`config.mk`:
```
export PLATFORM = sky130hd
export DESIGN_NAME = pfer_top
export DESIGN_NICKNAME = d
export VERILOG_FILES = /design/src/include/pfer_pkg.sv /design/src/hdl/pfer_top.sv
export SDC_FILE = /design/constraint.sdc
export NUM_CORES = 2
export LEC_CHECK = 0
export BUFFER_PORTS_ARGS = -buffer_cell sky130_fd_sc_hd__buf_2
export CORE_MARGIN = 1.5
export CORE_UTILIZATION = 55
export CTS_CLUSTER_SIZE = 40
export DETAILED_ROUTE_END_ITERATION = 10
export PLACE_DENSITY = 0.83
export SETUP_SLACK_MARGIN = 0.5
export SLEW_MARGIN = 5
export SYNTH_ARGS = -nofsm -noshare
export SYNTH_HDL_FRONTEND = slang
export SYNTH_SLANG_ARGS = --single-unit
```
`constraint.sdc`:
```
create_clock -name aclk -period 5.6 [get_ports aclk]
set_clock_uncertainty 0.2 [all_clocks]
set_input_delay 0.28 -clock aclk [delete_from_list [all_inputs] [get_ports aclk]]
set_output_delay 0.28 -clock aclk [all_outputs]
set_load 0.005 [all_outputs]
```
`src/include/pfer_pkg.sv`:
```
package pfer_pkg;

	// Widths
	localparam int unsigned PFER_IO_W = 16;
	localparam int unsigned PFER_AW   = 12;

	// Register byte offsets
	localparam logic [11:0] PFER_OFS_FIN_EN   = 12'h000;
	localparam logic [11:0] PFER_OFS_FOUT_EN  = 12'h004;
	localparam logic [11:0] PFER_OFS_FIN_VAL  = 12'h008;
	localparam logic [11:0] PFER_OFS_FOUT_VAL = 12'h00c;
	localparam logic [11:0] PFER_OFS_CTRL     = 12'h010;
	localparam logic [11:0] PFER_OFS_LOG_POS  = 12'h014;
	localparam logic [11:0] PFER_OFS_CLK_YM   = 12'h018;
	localparam logic [11:0] PFER_OFS_CLK_DH   = 12'h01c;
	localparam logic [11:0] PFER_OFS_CLK_MS   = 12'h020;
	localparam logic [11:0] PFER_OFS_CLK_YW   = 12'h024;
	localparam logic [11:0] PFER_OFS_STATUS   = 12'h028;
	localparam logic [11:0] PFER_OFS_SET_YM   = 12'h030;
	localparam logic [11:0] PFER_OFS_SET_DH   = 12'h034;
	localparam logic [11:0] PFER_OFS_SET_MS   = 12'h038;
	localparam logic [11:0] PFER_OFS_SET_YW   = 12'h03c;
	localparam logic [11:0] PFER_OFS_SET_LOAD = 12'h040;
	localparam logic [3:0]  PFER_LOG_PAGE     = 4'h1;

	// Control and status bit positions
	localparam int unsigned PFER_CTRL_GLOBAL   = 0;
	localparam int unsigned PFER_CTRL_CLR_EN   = 1;
	localparam int unsigned PFER_CTRL_CLR_DATA = 2;
	localparam int unsigned PFER_CTRL_CLR_LOG  = 3;
	localparam int unsigned PFER_STAT_RUN      = 0;
	localparam int unsigned PFER_STAT_FAULT    = 1;

	// Log geometry and reset values
	localparam logic [4:0]  PFER_LOG_ENTRIES = 5'h10;
	localparam logic [4:0]  PFER_LOG_POS_RST = 5'h00;
	localparam logic [15:0] PFER_FORCE_RST   = 16'h0000;
	localparam logic [7:0]  PFER_WEEKDAY_MAX = 8'h06;

	// AXI responses
	localparam logic [1:0] PFER_RESP_OKAY   = 2'b00;
	localparam logic [1:0] PFER_RESP_SLVERR = 2'b10;

	// Calendar time, BCD fields
	typedef struct packed {
		logic [7:0] year_hi;
		logic [7:0] year_lo;
		logic [7:0] month;
		logic [7:0] day;
		logic [7:0] hour;
		logic [7:0] minute;
		logic [7:0] second;
		logic [7:0] weekday;
	} pfer_time_t;

	// Program-visible clock words
	typedef struct packed {
		logic [15:0] year_lo_month;
		logic [15:0] day_hour;
		logic [15:0] minute_second;
		logic [15:0] year_hi_weekday;
	} pfer_clk_words_t;

	// Clock states, Gray along stop, run, fault
	typedef enum logic [1:0] {
		PFER_RTC_STOP  = 2'b00,
		PFER_RTC_RUN   = 2'b01,
		PFER_RTC_FAULT = 2'b11
	} pfer_rtc_state_t;

endpackage

```
`src/hdl/pfer_top.sv`:
```
`timescale 1ns/100ps
// Operation
// - Input refresh overlays forced data on enabled bits before updating the input image.
// - Output refresh drives enabled outputs from forced data, others from output image.
// - Forcing never alters the stored output image; it does alter the input image.
// - Input force enable word and forced data word, one bit per input.
// - Output force enable word and forced data word, one bit per output.
// - A global flag gates all forcing, effective from the next refresh.
// - Force settings survive power cycle, mode change and reset switch.
// - Stop mode does not clear force settings.
// - Direct refresh moves addressed inputs or outputs immediately.
// - An error halt logs its time and error code.
// - The log keeps the latest 16 entries of four consecutive words.
// - A seventeenth error overwrites the oldest entry, circularly.
// - Header holds current entry position; words pack year/month, date/hour, min/sec, code.
// - The clock keeps counting from backup storage without main power.
// - Every scan copies the live time into the program-visible clock words.
// - Clock words in BCD: year low/month, day/hour, minute/second.
// - Fourth word holds year high digits and weekday, Sunday zero to Saturday six.
// - An out-of-range time field stops the clock.
// - Writing valid new time clears the fault and restarts the clock.
// - All-outputs-off overrides forcing; outputs stay off while it is active.
module pfer_top (
	// Clock, resets, enable
	input  wire logic        aclk,
	input  wire logic        aresetn,
	input  wire logic        cold_resetn,
	input  wire logic        clk_en,
	// AXI4-Lite slave
	input  wire logic [11:0] s_axi_awaddr,
	input  wire logic        s_axi_awvalid,
	output logic             s_axi_awready,
	input  wire logic [31:0] s_axi_wdata,
	input  wire logic [3:0]  s_axi_wstrb,
	input  wire logic        s_axi_wvalid,
	output logic             s_axi_wready,
	output logic [1:0]       s_axi_bresp,
	output logic             s_axi_bvalid,
	input  wire logic        s_axi_bready,
	input  wire logic [11:0] s_axi_araddr,
	input  wire logic        s_axi_arvalid,
	output logic             s_axi_arready,
	output logic [31:0]      s_axi_rdata,
	output logic [1:0]       s_axi_rresp,
	output logic             s_axi_rvalid,
	input  wire logic        s_axi_rready,
	// Scan sequencer
	input  wire logic        input_refresh,
	input  wire logic        output_refresh,
	input  wire logic        scan_start,
	input  wire logic        direct_refresh_in,
	input  wire logic        direct_refresh_out,
	input  wire logic [15:0] direct_refresh_mask,
	input  wire logic        all_outputs_off_instruction,
	input  wire logic [15:0] output_image,
	input  wire logic        error_halt,
	input  wire logic [15:0] error_code,
	output logic [15:0]      input_image,
	// Terminals and backup oscillator
	input  wire logic [15:0] in_pins,
	input  wire logic        sec_tick,
	output logic [15:0]      out_pins,
	output logic             rtc_running
);

	// Force overlay on one word
	function automatic logic [15:0] apply_force(input logic [15:0] src, input logic [15:0] en,
		input logic [15:0] val, input logic glb);
		apply_force = glb ? ((src & ~en) | (val & en)) : src;
	endfunction

	// Merge of low byte lanes into a 16-bit register
	function automatic logic [15:0] merge16(input logic [15:0] old, input logic [31:0] d, input logic [3:0] s);
		merge16 = {s[1] ? d[15:8] : old[15:8], s[0] ? d[7:0] : old[7:0]};
	endfunction

	// BCD increment of two digits
	function automatic logic [7:0] bcd_inc(input logic [7:0] v);
		bcd_inc = (v[3:0] == 4'h9) ? {v[7:4] + 4'h1, 4'h0} : {v[7:4], v[3:0] + 4'h1};
	endfunction

	// Two BCD digits, each legal, not above a limit
	function automatic logic bcd_ok(input logic [7:0] v, input logic [7:0] lim);
		bcd_ok = (v[7:4] <= 4'h9) && (v[3:0] <= 4'h9) && (v <= lim);
	endfunction

	// Last day of a month
	function automatic logic [7:0] month_days(input logic [7:0] mo, input logic [7:0] yl);
		logic leap;
		leap = yl[4] ? (yl[3:0] == 4'h2 || yl[3:0] == 4'h6)
			: (yl[3:0] == 4'h0 || yl[3:0] == 4'h4 || yl[3:0] == 4'h8);
		case (mo)
			8'h02:                      month_days = leap ? 8'h29 : 8'h28;
			8'h04, 8'h06, 8'h09, 8'h11: month_days = 8'h30;
			default:                    month_days = 8'h31;
		endcase
	endfunction

	// Whole-time range check
	function automatic logic time_ok(input pfer_pkg::pfer_time_t t);
		time_ok = bcd_ok(t.year_hi, 8'h99) && bcd_ok(t.year_lo, 8'h99)
			&& bcd_ok(t.month, 8'h12) && (t.month != 8'h00)
			&& bcd_ok(t.day, month_days(t.month, t.year_lo)) && (t.day != 8'h00)
			&& bcd_ok(t.hour, 8'h23) && bcd_ok(t.minute, 8'h59) && bcd_ok(t.second, 8'h59)
			&& (t.weekday <= pfer_pkg::PFER_WEEKDAY_MAX);
	endfunction

	// Retained force settings and control
	logic [15:0]                 fin_en_q;
	logic [15:0]                 fout_en_q;
	logic [15:0]                 fin_val_q;
	logic [15:0]                 fout_val_q;
	logic                        force_global_flag_q;
	// Bus slave state
	logic                        aw_hold_q;
	logic                        w_hold_q;
	logic [11:0]                 aw_addr_q;
	logic [31:0]                 w_data_q;
	logic [3:0]                  w_strb_q;
	logic                        wr_go;
	logic                        wr_ok;
	logic [31:0]                 rd_val;
	logic                        rd_ok;
	// Pin synchronisers
	logic [15:0]                 pin_s1_q;
	logic [15:0]                 pin_s2_q;
	logic [1:0]                  tick_s_q;
	logic                        tick_prev_q;
	logic                        tick_rise;
	// Clock state
	pfer_pkg::pfer_time_t        time_q;
	pfer_pkg::pfer_time_t        set_q;
	pfer_pkg::pfer_rtc_state_t   rtc_state_q;
	pfer_pkg::pfer_clk_words_t   live_words;
	pfer_pkg::pfer_clk_words_t   clk_words_q;
	logic                        set_load;
	// Error log
	logic [4:0]                  log_pos_q;
	logic [3:0]                  log_slot;
	logic [15:0]                 log_mem [0:63];
	// Overlay results
	logic [15:0]                 fin_over;
	logic [15:0]                 fout_over;

	// Bus handshakes and decoded strobes
	assign s_axi_awready = clk_en & ~aw_hold_q & ~s_axi_bvalid;
	assign s_axi_wready  = clk_en & ~w_hold_q & ~s_axi_bvalid;
	assign wr_go         = clk_en & aw_hold_q & w_hold_q & ~s_axi_bvalid;
	assign s_axi_arready = clk_en & ~s_axi_rvalid;
	assign set_load      = wr_go && aw_addr_q == pfer_pkg::PFER_OFS_SET_LOAD && w_data_q[0];
	assign tick_rise     = tick_s_q[1] & ~tick_prev_q;
	assign rtc_running   = (rtc_state_q == pfer_pkg::PFER_RTC_RUN);
	assign log_slot      = log_pos_q[3:0];

	// Writable addresses
	always_comb
	begin
		case (aw_addr_q)
			pfer_pkg::PFER_OFS_FIN_EN, pfer_pkg::PFER_OFS_FOUT_EN, pfer_pkg::PFER_OFS_FIN_VAL,
			pfer_pkg::PFER_OFS_FOUT_VAL, pfer_pkg::PFER_OFS_CTRL, pfer_pkg::PFER_OFS_SET_YM,
			pfer_pkg::PFER_OFS_SET_DH, pfer_pkg::PFER_OFS_SET_MS, pfer_pkg::PFER_OFS_SET_YW,
			pfer_pkg::PFER_OFS_SET_LOAD: wr_ok = 1'b1;
			default:                     wr_ok = 1'b0;
		endcase
	end

	// Address and data capture, either order
	always_ff @(posedge aclk)
	begin
		if (!aresetn)
		begin
			aw_hold_q <= 1'b0;
			w_hold_q  <= 1'b0;
			aw_addr_q <= 12'h000;
			w_data_q  <= 32'h0000_0000;
			w_strb_q  <= 4'h0;
		end
		else if (clk_en)
		begin
			if (s_axi_awvalid && s_axi_awready)
			begin
				aw_hold_q <= 1'b1;
				aw_addr_q <= {s_axi_awaddr[11:2], 2'b00};
			end
			else if (wr_go)
				aw_hold_q <= 1'b0;
			if (s_axi_wvalid && s_axi_wready)
			begin
				w_hold_q <= 1'b1;
				w_data_q <= s_axi_wdata;
				w_strb_q <= s_axi_wstrb;
			end
			else if (wr_go)
				w_hold_q <= 1'b0;
		end
	end

	// Write response
	always_ff @(posedge aclk)
	begin
		if (!aresetn)
		begin
			s_axi_bvalid <= 1'b0;
			s_axi_bresp  <= pfer_pkg::PFER_RESP_OKAY;
		end
		else if (clk_en)
		begin
			if (wr_go)
			begin
				s_axi_bvalid <= 1'b1;
				s_axi_bresp  <= wr_ok ? pfer_pkg::PFER_RESP_OKAY : pfer_pkg::PFER_RESP_SLVERR;
			end
			else if (s_axi_bready)
				s_axi_bvalid <= 1'b0;
		end
	end

	// Force settings, cleared only by a cold start or the control clear bits
	always_ff @(posedge aclk)
	begin
		if (!cold_resetn)
		begin
			fin_en_q            <= pfer_pkg::PFER_FORCE_RST;
			fout_en_q           <= pfer_pkg::PFER_FORCE_RST;
			fin_val_q           <= pfer_pkg::PFER_FORCE_RST;
			fout_val_q          <= pfer_pkg::PFER_FORCE_RST;
			force_global_flag_q <= 1'b0;
		end
		else if (wr_go)
		begin
			case (aw_addr_q)
				pfer_pkg::PFER_OFS_FIN_EN:   fin_en_q   <= merge16(fin_en_q, w_data_q, w_strb_q);
				pfer_pkg::PFER_OFS_FOUT_EN:  fout_en_q  <= merge16(fout_en_q, w_data_q, w_strb_q);
				pfer_pkg::PFER_OFS_FIN_VAL:  fin_val_q  <= merge16(fin_val_q, w_data_q, w_strb_q);
				pfer_pkg::PFER_OFS_FOUT_VAL: fout_val_q <= merge16(fout_val_q, w_data_q, w_strb_q);
				pfer_pkg::PFER_OFS_CTRL:
				begin
					if (w_strb_q[0])
					begin
						force_global_flag_q <= w_data_q[pfer_pkg::PFER_CTRL_GLOBAL];
						if (w_data_q[pfer_pkg::PFER_CTRL_CLR_EN])
						begin
							fin_en_q  <= pfer_pkg::PFER_FORCE_RST;
							fout_en_q <= pfer_pkg::PFER_FORCE_RST;
						end
						if (w_data_q[pfer_pkg::PFER_CTRL_CLR_DATA])
						begin
							fin_val_q  <= pfer_pkg::PFER_FORCE_RST;
							fout_val_q <= pfer_pkg::PFER_FORCE_RST;
						end
					end
				end
				default: ;
			endcase
		end
	end

	// Terminal input and tick synchronisers
	always_ff @(posedge aclk)
	begin
		if (!aresetn)
		begin
			pin_s1_q    <= 16'h0000;
			pin_s2_q    <= 16'h0000;
			tick_s_q    <= 2'b00;
			tick_prev_q <= 1'b0;
		end
		else if (clk_en)
		begin
			pin_s1_q    <= in_pins;
			pin_s2_q    <= pin_s1_q;
			tick_s_q    <= {tick_s_q[0], sec_tick};
			tick_prev_q <= tick_s_q[1];
		end
	end

	// Overlays, output image itself is never written here
	assign fin_over  = apply_force(pin_s2_q, fin_en_q, fin_val_q, force_global_flag_q);
	assign fout_over = apply_force(output_image, fout_en_q, fout_val_q, force_global_flag_q);

	// Input image update
	always_ff @(posedge aclk)
	begin
		if (!aresetn)
			input_image <= 16'h0000;
		else if (clk_en)
		begin
			if (input_refresh)
				input_image <= fin_over;
			else if (direct_refresh_in)
				input_image <= (input_image & ~direct_refresh_mask) | (fin_over & direct_refresh_mask);
		end
	end

	// Output relay drive
	always_ff @(posedge aclk)
	begin
		if (!aresetn)
			out_pins <= 16'h0000;
		else if (clk_en)
		begin
			if (all_outputs_off_instruction)
				out_pins <= 16'h0000;
			else if (output_refresh)
				out_pins <= fout_over;
			else if (direct_refresh_out)
				out_pins <= (out_pins & ~direct_refresh_mask) | (fout_over & direct_refresh_mask);
		end
	end

	// Clock set staging, kept on backup
	always_ff @(posedge aclk)
	begin
		if (!cold_resetn)
			set_q <= '0;
		else if (wr_go)
		begin
			case (aw_addr_q)
				pfer_pkg::PFER_OFS_SET_YM: {set_q.year_lo, set_q.month} <= merge16({set_q.year_lo, set_q.month},
					w_data_q, w_strb_q);
				pfer_pkg::PFER_OFS_SET_DH: {set_q.day, set_q.hour} <= merge16({set_q.day, set_q.hour},
					w_data_q, w_strb_q);
				pfer_pkg::PFER_OFS_SET_MS: {set_q.minute, set_q.second} <= merge16({set_q.minute, set_q.second},
					w_data_q, w_strb_q);
				pfer_pkg::PFER_OFS_SET_YW: {set_q.year_hi, set_q.weekday} <= merge16({set_q.year_hi, set_q.weekday},
					w_data_q, w_strb_q);
				default: ;
			endcase
		end
	end

	// Calendar counter, backup domain reset only
	always_ff @(posedge aclk)
	begin
		if (!cold_resetn)
		begin
			time_q      <= '0;
			rtc_state_q <= pfer_pkg::PFER_RTC_STOP;
		end
		else if (set_load)
		begin
			time_q      <= set_q;
			rtc_state_q <= time_ok(set_q) ? pfer_pkg::PFER_RTC_RUN : pfer_pkg::PFER_RTC_FAULT;
		end
		else if (clk_en && tick_rise)
		begin
			case (rtc_state_q)
				pfer_pkg::PFER_RTC_RUN:
				begin
					time_q.second <= bcd_inc(time_q.second);
					if (time_q.second == 8'h59)
					begin
						time_q.second <= 8'h00;
						time_q.minute <= bcd_inc(time_q.minute);
						if (time_q.minute == 8'h59)
						begin
							time_q.minute <= 8'h00;
							time_q.hour   <= bcd_inc(time_q.hour);
							if (time_q.hour == 8'h23)
							begin
								time_q.hour    <= 8'h00;
								time_q.weekday <= (time_q.weekday == pfer_pkg::PFER_WEEKDAY_MAX) ? 8'h00
									: bcd_inc(time_q.weekday);
								time_q.day     <= bcd_inc(time_q.day);
								if (time_q.day == month_days(time_q.month, time_q.year_lo))
								begin
									time_q.day   <= 8'h01;
									time_q.month <= bcd_inc(time_q.month);
									if (time_q.month == 8'h12)
									begin
										time_q.month   <= 8'h01;
										time_q.year_lo <= bcd_inc(time_q.year_lo);
										if (time_q.year_lo == 8'h99)
										begin
											time_q.year_lo <= 8'h00;
											time_q.year_hi <= bcd_inc(time_q.year_hi);
										end
									end
								end
							end
						end
					end
				end
				pfer_pkg::PFER_RTC_STOP, pfer_pkg::PFER_RTC_FAULT: ;
				default: rtc_state_q <= pfer_pkg::PFER_RTC_STOP;
			endcase
		end
	end

	// Clock words from live time
	assign live_words = '{year_lo_month:   {time_q.year_lo, time_q.month},
		day_hour:        {time_q.day, time_q.hour},
		minute_second:   {time_q.minute, time_q.second},
		year_hi_weekday: {time_q.year_hi, time_q.weekday}};

	// Per-scan copy to program words
	always_ff @(posedge aclk)
	begin
		if (!aresetn)
			clk_words_q <= '0;
		else if (clk_en && scan_start)
			clk_words_q <= live_words;
	end

	// Log position, error write wins over clear
	always_ff @(posedge aclk)
	begin
		if (!cold_resetn)
			log_pos_q <= pfer_pkg::PFER_LOG_POS_RST;
		else if (clk_en && error_halt)
			log_pos_q <= {1'b0, log_slot} + 5'h01;
		else if (wr_go && aw_addr_q == pfer_pkg::PFER_OFS_CTRL && w_strb_q[0]
			&& w_data_q[pfer_pkg::PFER_CTRL_CLR_LOG])
			log_pos_q <= pfer_pkg::PFER_LOG_POS_RST;
	end

	// Log entry words, four per slot
	always_ff @(posedge aclk)
	begin
		if (clk_en && error_halt)
		begin
			log_mem[{log_slot, 2'b00}] <= live_words.year_lo_month;
			log_mem[{log_slot, 2'b01}] <= live_words.day_hour;
			log_mem[{log_slot, 2'b10}] <= live_words.minute_second;
			log_mem[{log_slot, 2'b11}] <= error_code;
		end
	end

	// Read decode
	always_comb
	begin
		rd_val = 32'h0000_0000;
		rd_ok  = 1'b1;
		if (s_axi_araddr[11:8] == pfer_pkg::PFER_LOG_PAGE)
			rd_val = {16'h0000, log_mem[s_axi_araddr[7:2]]};
		else
		begin
			case ({s_axi_araddr[11:2], 2'b00})
				pfer_pkg::PFER_OFS_FIN_EN:   rd_val = {16'h0000, fin_en_q};
				pfer_pkg::PFER_OFS_FOUT_EN:  rd_val = {16'h0000, fout_en_q};
				pfer_pkg::PFER_OFS_FIN_VAL:  rd_val = {16'h0000, fin_val_q};
				pfer_pkg::PFER_OFS_FOUT_VAL: rd_val = {16'h0000, fout_val_q};
				pfer_pkg::PFER_OFS_CTRL:     rd_val = {31'h0000_0000, force_global_flag_q};
				pfer_pkg::PFER_OFS_LOG_POS:  rd_val = {27'h000_0000, log_pos_q};
				pfer_pkg::PFER_OFS_CLK_YM:   rd_val = {16'h0000, clk_words_q.year_lo_month};
				pfer_pkg::PFER_OFS_CLK_DH:   rd_val = {16'h0000, clk_words_q.day_hour};
				pfer_pkg::PFER_OFS_CLK_MS:   rd_val = {16'h0000, clk_words_q.minute_second};
				pfer_pkg::PFER_OFS_CLK_YW:   rd_val = {16'h0000, clk_words_q.year_hi_weekday};
				pfer_pkg::PFER_OFS_STATUS:   rd_val = {30'h0000_0000, rtc_state_q == pfer_pkg::PFER_RTC_FAULT,
					rtc_running};
				pfer_pkg::PFER_OFS_SET_YM:   rd_val = {16'h0000, set_q.year_lo, set_q.month};
				pfer_pkg::PFER_OFS_SET_DH:   rd_val = {16'h0000, set_q.day, set_q.hour};
				pfer_pkg::PFER_OFS_SET_MS:   rd_val = {16'h0000, set_q.minute, set_q.second};
				pfer_pkg::PFER_OFS_SET_YW:   rd_val = {16'h0000, set_q.year_hi, set_q.weekday};
				pfer_pkg::PFER_OFS_SET_LOAD: rd_val = 32'h0000_0000;
				default:                     rd_ok  = 1'b0;
			endcase
		end
	end

	// Read data channel
	always_ff @(posedge aclk)
	begin
		if (!aresetn)
		begin
			s_axi_rvalid <= 1'b0;
			s_axi_rdata  <= 32'h0000_0000;
			s_axi_rresp  <= pfer_pkg::PFER_RESP_OKAY;
		end
		else if (clk_en)
		begin
			if (s_axi_arvalid && s_axi_arready)
			begin
				s_axi_rvalid <= 1'b1;
				s_axi_rdata  <= rd_val;
				s_axi_rresp  <= rd_ok ? pfer_pkg::PFER_RESP_OKAY : pfer_pkg::PFER_RESP_SLVERR;
			end
			else if (s_axi_rready)
				s_axi_rvalid <= 1'b0;
		end
	end

	// Checks
	in_overlay_a: assert property (@(posedge aclk) disable iff (!aresetn)
		clk_en && input_refresh |=> input_image == $past(fin_over))
		else $error("input image not overlaid");
	out_overlay_a: assert property (@(posedge aclk) disable iff (!aresetn)
		clk_en && output_refresh && !all_outputs_off_instruction |=> out_pins == $past(fout_over))
		else $error("output overlay wrong");
	all_outputs_off_instruction_prio_a: assert property (@(posedge aclk) disable iff (!aresetn)
		clk_en && all_outputs_off_instruction |=> out_pins == 16'h0000)
		else $error("outputs not off");
	force_keep_a: assert property (@(posedge aclk) disable iff (!cold_resetn)
		!aresetn && !wr_go |=> $stable(fin_en_q) && $stable(fout_val_q))
		else $error("force settings lost on reset");
	log_wrap_a: assert property (@(posedge aclk) disable iff (!cold_resetn)
		clk_en && error_halt |=> log_pos_q == (($past(log_pos_q) == pfer_pkg::PFER_LOG_ENTRIES) ? 5'h01
			: $past(log_pos_q) + 5'h01))
		else $error("log position not advanced");
	log_code_a: assert property (@(posedge aclk) disable iff (!aresetn)
		clk_en && error_halt |=> log_mem[{$past(log_slot), 2'b11}] == $past(error_code))
		else $error("error code not logged");
	clock_copy_a: assert property (@(posedge aclk) disable iff (!aresetn)
		clk_en && scan_start |=> clk_words_q == $past(live_words))
		else $error("clock words not refreshed");
	rtc_fault_a: assert property (@(posedge aclk) disable iff (!cold_resetn)
		set_load && !time_ok(set_q) |=> rtc_state_q == pfer_pkg::PFER_RTC_FAULT ##1 $stable(time_q) || $past(set_load))
		else $error("bad time did not stop clock");
	rtc_resume_a: assert property (@(posedge aclk) disable iff (!cold_resetn)
		set_load && time_ok(set_q) |=> rtc_running && time_q == $past(set_q))
		else $error("clock did not resume");

endmodule // pfer_top

```
Word level (Yosys, flattened, before mapping)
Memory sizes are Yosys's and may differ from the RTL's.
Cells that the tools add are included.
{"block": "totals", "inputBits": 141, "word_cells": 392, "out_inout_bits": 74, "regBits": 399, "memories": 1, "ram_bits": 1024}
{"block": "op_classes", "bitwise_logic": 29, "muxes": 74, "n_reduce_logical": 122, "add_sub_neg": 17, "eq_ne": 72, "order_cmp": 22}
{"memory": "log_mem", "depth": 64, "width": 16, "read_ports": 1, "rd_ports_with_merged_regs": 0, "write_ports": 4, "line": "pfer_top.sv:140", "source": "logic [15:0] log_mem [0:63];"}
{"operator": "$mux W64", "count": 4}
{"operator": "$pmux W16 S15", "count": 1}
{"operator": "$mux W16", "count": 13}
{"operator": "$mux W8", "count": 22}
{"operator": "$and A16 B16 Y16", "count": 8}
{"operator": "$pmux W16 S2", "count": 4}
{"operator": "$eq A10 B4 Y1 const B", "count": 11}
{"operator": "$add A4 B1 Y4 const B", "count": 16}
{"operator": "$or A16 B16 Y16", "count": 4}
{"operator": "$le A4 B4 Y1 const B", "count": 14}
{"operator": "$eq A10 B3 Y1 const B", "count": 5}
{"operator": "$reduce_and A5 Y1", "count": 10}
{"operator": "$mux W48", "count": 1}
{"operator": "$not A16 Y16", "count": 3}
{"operator": "$eq A10 B2 Y1 const B", "count": 4}
{"operator": "$eq A4 B4 Y1 const B", "count": 10}
{"operator": "$eq A8 B3 Y1 const B", "count": 5}
{"operator": "$mux W40", "count": 1}
{"operator": "$reduce_bool A2 Y1", "count": 19}
{"operator": "$logic_and A1 B1 Y1", "count": 34}
{"operator": "$reduce_and A3 Y1", "count": 11}
{"operator": "$mux W32", "count": 1}
{"operator": "$eq A8 B5 Y1 const B", "count": 3}
{"operator": "$mux W24", "count": 1}
{"operator": "other kinds (45)", "count": 131}

Depth between registers and ports, before layout
{"block": "logic_depth", "depth_word": 21, "mapped_depth": 12, "ltp_nobuf": 11}

Worst setup path after synthesis
No wires, ideal clock.
{"block": "synth_path", "kind": "input -> register", "startpoint": "in clk_en", "endpoint": "mem log_mem[12][0], enable pin", "arrival_ps": 5231, "stages": 5, "setup_time_ps": 565, "n_path_buf": 2, "setup_slack_ps": -396, "required_time_ps": 4835, "cell_sequence": "buf_4 -> and2_1 -> clkbuf_1 -> nand2_1 -> nor3_1"}
{"element": "start, declared", "line": "pfer_top.sv:28", "source": "input wire logic clk_en,"}
{"element": "end, declared", "line": "pfer_top.sv:140"}

Worst setup path in the final report
{"block": "layout_path", "startpoint": "reg time_q, in the netlist live_words[24]", "endpoint": "reg time_q, in the netlist live_words[59]"}
{"block": "layout_between", "elab_chain_cells": 3}
{"element": "start, declared", "line": "pfer_top.sv:131", "source": "pfer_pkg::pfer_time_t time_q;"}
{"element": "start signal, assigned", "line": "pfer_top.sv:342", "source": "time_q <= set_q;"}
{"element": "$eq A8 B7 Y1", "line": "pfer_top.sv:355", "source": "if (time_q.minute == 8'h59)"}
{"element": "$reduce_bool A2 Y1 (no source line)"}
{"element": "$reduce_and A7 Y1 (no source line)"}
No other way between the ends.
A chain may end at the register's enable or synchronous reset.

==> impl_metrics.toml <==
[run_status]
status = "complete, no violations"

[layout]
drive_gt1_share_pct = 20.2
fin_util_pct = 63.4
area_growth_pct = 14.2
fin_nets = 4368

[drt]
post-route-drc-count = 0
first_pass_iters = 9
wl_um = 176000
drtIter0Drc = 6249
wl_per_cell_um = 30.9
antenna_left = 0
vias = 38800
viasPerCell = 6.81

[die]
core-area_sq_mm = 0.105
die_w_um = 329
die_h_um = 329
rows = 119
initial_core_util_pct = 55.5
fp.dieArea_sq_mm = 0.108
ios = 215

[critical_path]
crit_path_end_kind = "register"
ff2ff_setup_slack_ns = 1.52
crit_family = "simple AND/OR/NAND/NOR gates"
worstSetupPathType = "reg -> reg"
cp_cell_sequence = "ha_1 > and3b_1 > nand4_1 > nor2_1 > nand2_1 > a2111oi_4 > o21ai_1 > o221a_1"
arrival_ns = 4.51
crit_required_ns = 6.04
crit_path_start = "live_words[24]"
cp-start-kind = "register"
critPathMaxFanout = 22
crit_path_max_incr_delay_ns = 0.90
r2r_end = "live_words[59]"
reg2reg_depth = 8
cp.buffers_inverters = 0
slowest_stage = "dfxtp_1"
r2r_start = "live_words[24]"
crit_cells = 8

[synthesis]
synth_area_sq_mm = 0.0585
async_flop_share_pct = 0
synth_top_cells_by_area = "edfxtp_1 (53%), dfxtp_1 (13%), mux4_2 (11%)"
synth_most_common_cell = "edfxtp_1"
ys_seq_area_share_pct = 65.7
avgSynthCellArea_sq_um = 15.1
ys_ff_latch = 1405
yosys.area.top_type_share_pct = 52.6
synth.distinct_cells = 98
yosys_warnings = 0
synth_edf_count = 1024
yosysTopAreaCell = "edfxtp_1"
ys_top_cells_by_count = "edfxtp_1 (1024), nand2_1 (390), dfxtp_1 (381)"
synthCells = 3882
synthFlopType = "edfxtp_1"

[timing]
rsz0062_at_grt = "no"
drv_slew = 0
max_freq_ghz = 0.245
tns_ns = 0
hold_viol = 0
min_period_ns = 4.08
relSlewSlack_pct = 12.9
setup_viol = 0
worstMarginPinSlew_ns = 1.30
period_share_pct = 72.8

[power_and_ir_drop]
clockPowerShare_pct = 42.7
power_frac_comb_pct = 4.9
ir_drop_uv = 303
p_leak_uw = 0.0225
pwr-share-seq_pct = 52.4
p_total_uw = 21300
swShare_pct = 22.0
switching_power_uw = 4700
p_per_area_mw_per_mm2 = 320
power.internal_uw = 16600

[global_routing]
grt_antenna_before_repair = 11
grt.overflow.total = 0
grt.total_usage_pct = 32.6
grt_max_degree = 112
grt_pass1_wl_um = 256000
grt_pass1_vias = 38400

[cts]
htreeDepth = 4
worst_skew_pair.late_latency_ns = 0.76
cts_buffer_depth = 3
post-cts-setup-buffers = 0
path_clk_slew_ns = 0.06
clkSinkCount = 1405
cts_buffers = 138
cts-root-buf = "clkbuf_16"
cts_tree = "yes"
ctsResizeCount = 0

[min_path]
hold_start = "aresetn"
worstHoldPathType = "in -> reg"
whs_path_depth = 2

[job]
maxCapViolCount = 0

[place]
gp_congestion = 0.997
dpl.hpwl_um = 104000
io_buffers = 174
[cell usage in the layout, fill, tap and decap left out, types with 80 or more instances in the layout]
master	Yosys	final
edfxtp_1	1024	1024
mux2i_1	171	171
nor2_1	221	208
buf_4	38	94
o21ai_0	111	111
nand2_1	390	389
dlygate4sd3_1	0	141
a21oi_1	80	80
a21boi_0	131	131
buf_2	65	169
clkbuf_16	0	139
mux4_2	298	298
dfxtp_1	381	381
[sequential cells by signal, indices dropped and copies added (netlist names), 2 cells and up, named ones only]
name	cells
set_q	64
log_mem	1024
fin_en_q	16
out_pins	16
tick_s_q	2
log_pos_q	5
aw_addr_q	10
w_strb_q	2
pin_s1_q	16
fout_val_q	16
clk_words_q	64
fout_en_q	16
live_words	64
pin_s2_q	16
s_axi_rdata	16
rtc_state_q	2
fin_val_q	16
w_data_q	16
[routing by layer]
layer | wire, um | GRT usage (%) | vias to the layer above
met5 | 84 | 0 | -
met4 | 11600 | 18.2 | 10
met2 | 82600 | 51.4 | 3041
li1 | - | - | 15700
met1 | 60600 | 41.3 | 19300
met3 | 21600 | 8.42 | 741
[metrics by stage]
step | instances | cell area, sq um | worst slack [ns] | hold slack, ns
6_report | 5702 | 66700 | 1.52 | 0.0442
5_1_grt | 5698 | 66700 | 1.43 | 0.0575
4_1_cts | 5696 | 66700 | 1.69 | 0.000217
3_5_place_dp | 5307 | 60900 | 1.69 | 0.260
3_3_place_gp | 5307 | 60900 | 1.80 | 0.253
2_1_floorplan | 3899 | 58500 | 1.29 | 0.179
[layout make-up]
cell class / count / area [sq um]
multi-input combinational: 2197 / 18900
timing repair buffer: 416 / 3190
clock inverter: 64 / 621
inverter: 39 / 151
sequential: 1405 / 38400
fill: 6968 / 38500
clock buffer: 184 / 3750
antenna: 6 / 15.0
tap: 1391 / 1740
[power groups by stage]
| stage | registers, uW | logic [uW] | clock network, uW |
|---|---|---|---|
| floorplan | 11400 | 614 | 0 |
| CTS | 11200 | 1010 | 9110 |
| finish | 11200 | 1040 | 9100 |
| detailed placement | 11400 | 922 | 0 |
| global placement | 11400 | 897 | 0 |
| global route | 11200 | 1090 | 9510 |
[cells by family after synthesis]
| family | after synthesis | share of synthesized area [%] |
|---|---|---|
| buffers and inverters | 297 | 2.39 |
| adders and majority gates | 30 | 0.642 |
| other | 1 | 0.00642 |
| DFF | 1405 | 65.7 |
| xor gates and xnor gates | 12 | 0.180 |
| AOI/OAI and AO/OA | 632 | 7.87 |
| and+or+nand+nor | 1011 | 8.36 |
| muxes | 494 | 14.9 |
[worst max path at each step]
stage | slack (ns) | end
3_3_place_gp | 1.80 | live_words[59]
6_report | 1.52 | live_words[59]
3_5_place_dp | 1.69 | live_words[59]
2_1_floorplan | 1.29 | log_mem[60][0]
4_1_cts | 1.69 | live_words[59]
5_1_grt | 1.43 | live_words[59]
[repair_timing]
item | in CTS | in global routing
hold buffers | 141 | 0
endpoints found under the setup margin | 0 | 0
endpoints found under the hold margin | 367 | 0
Note: power is estimated with default switching activity, not from simulation.
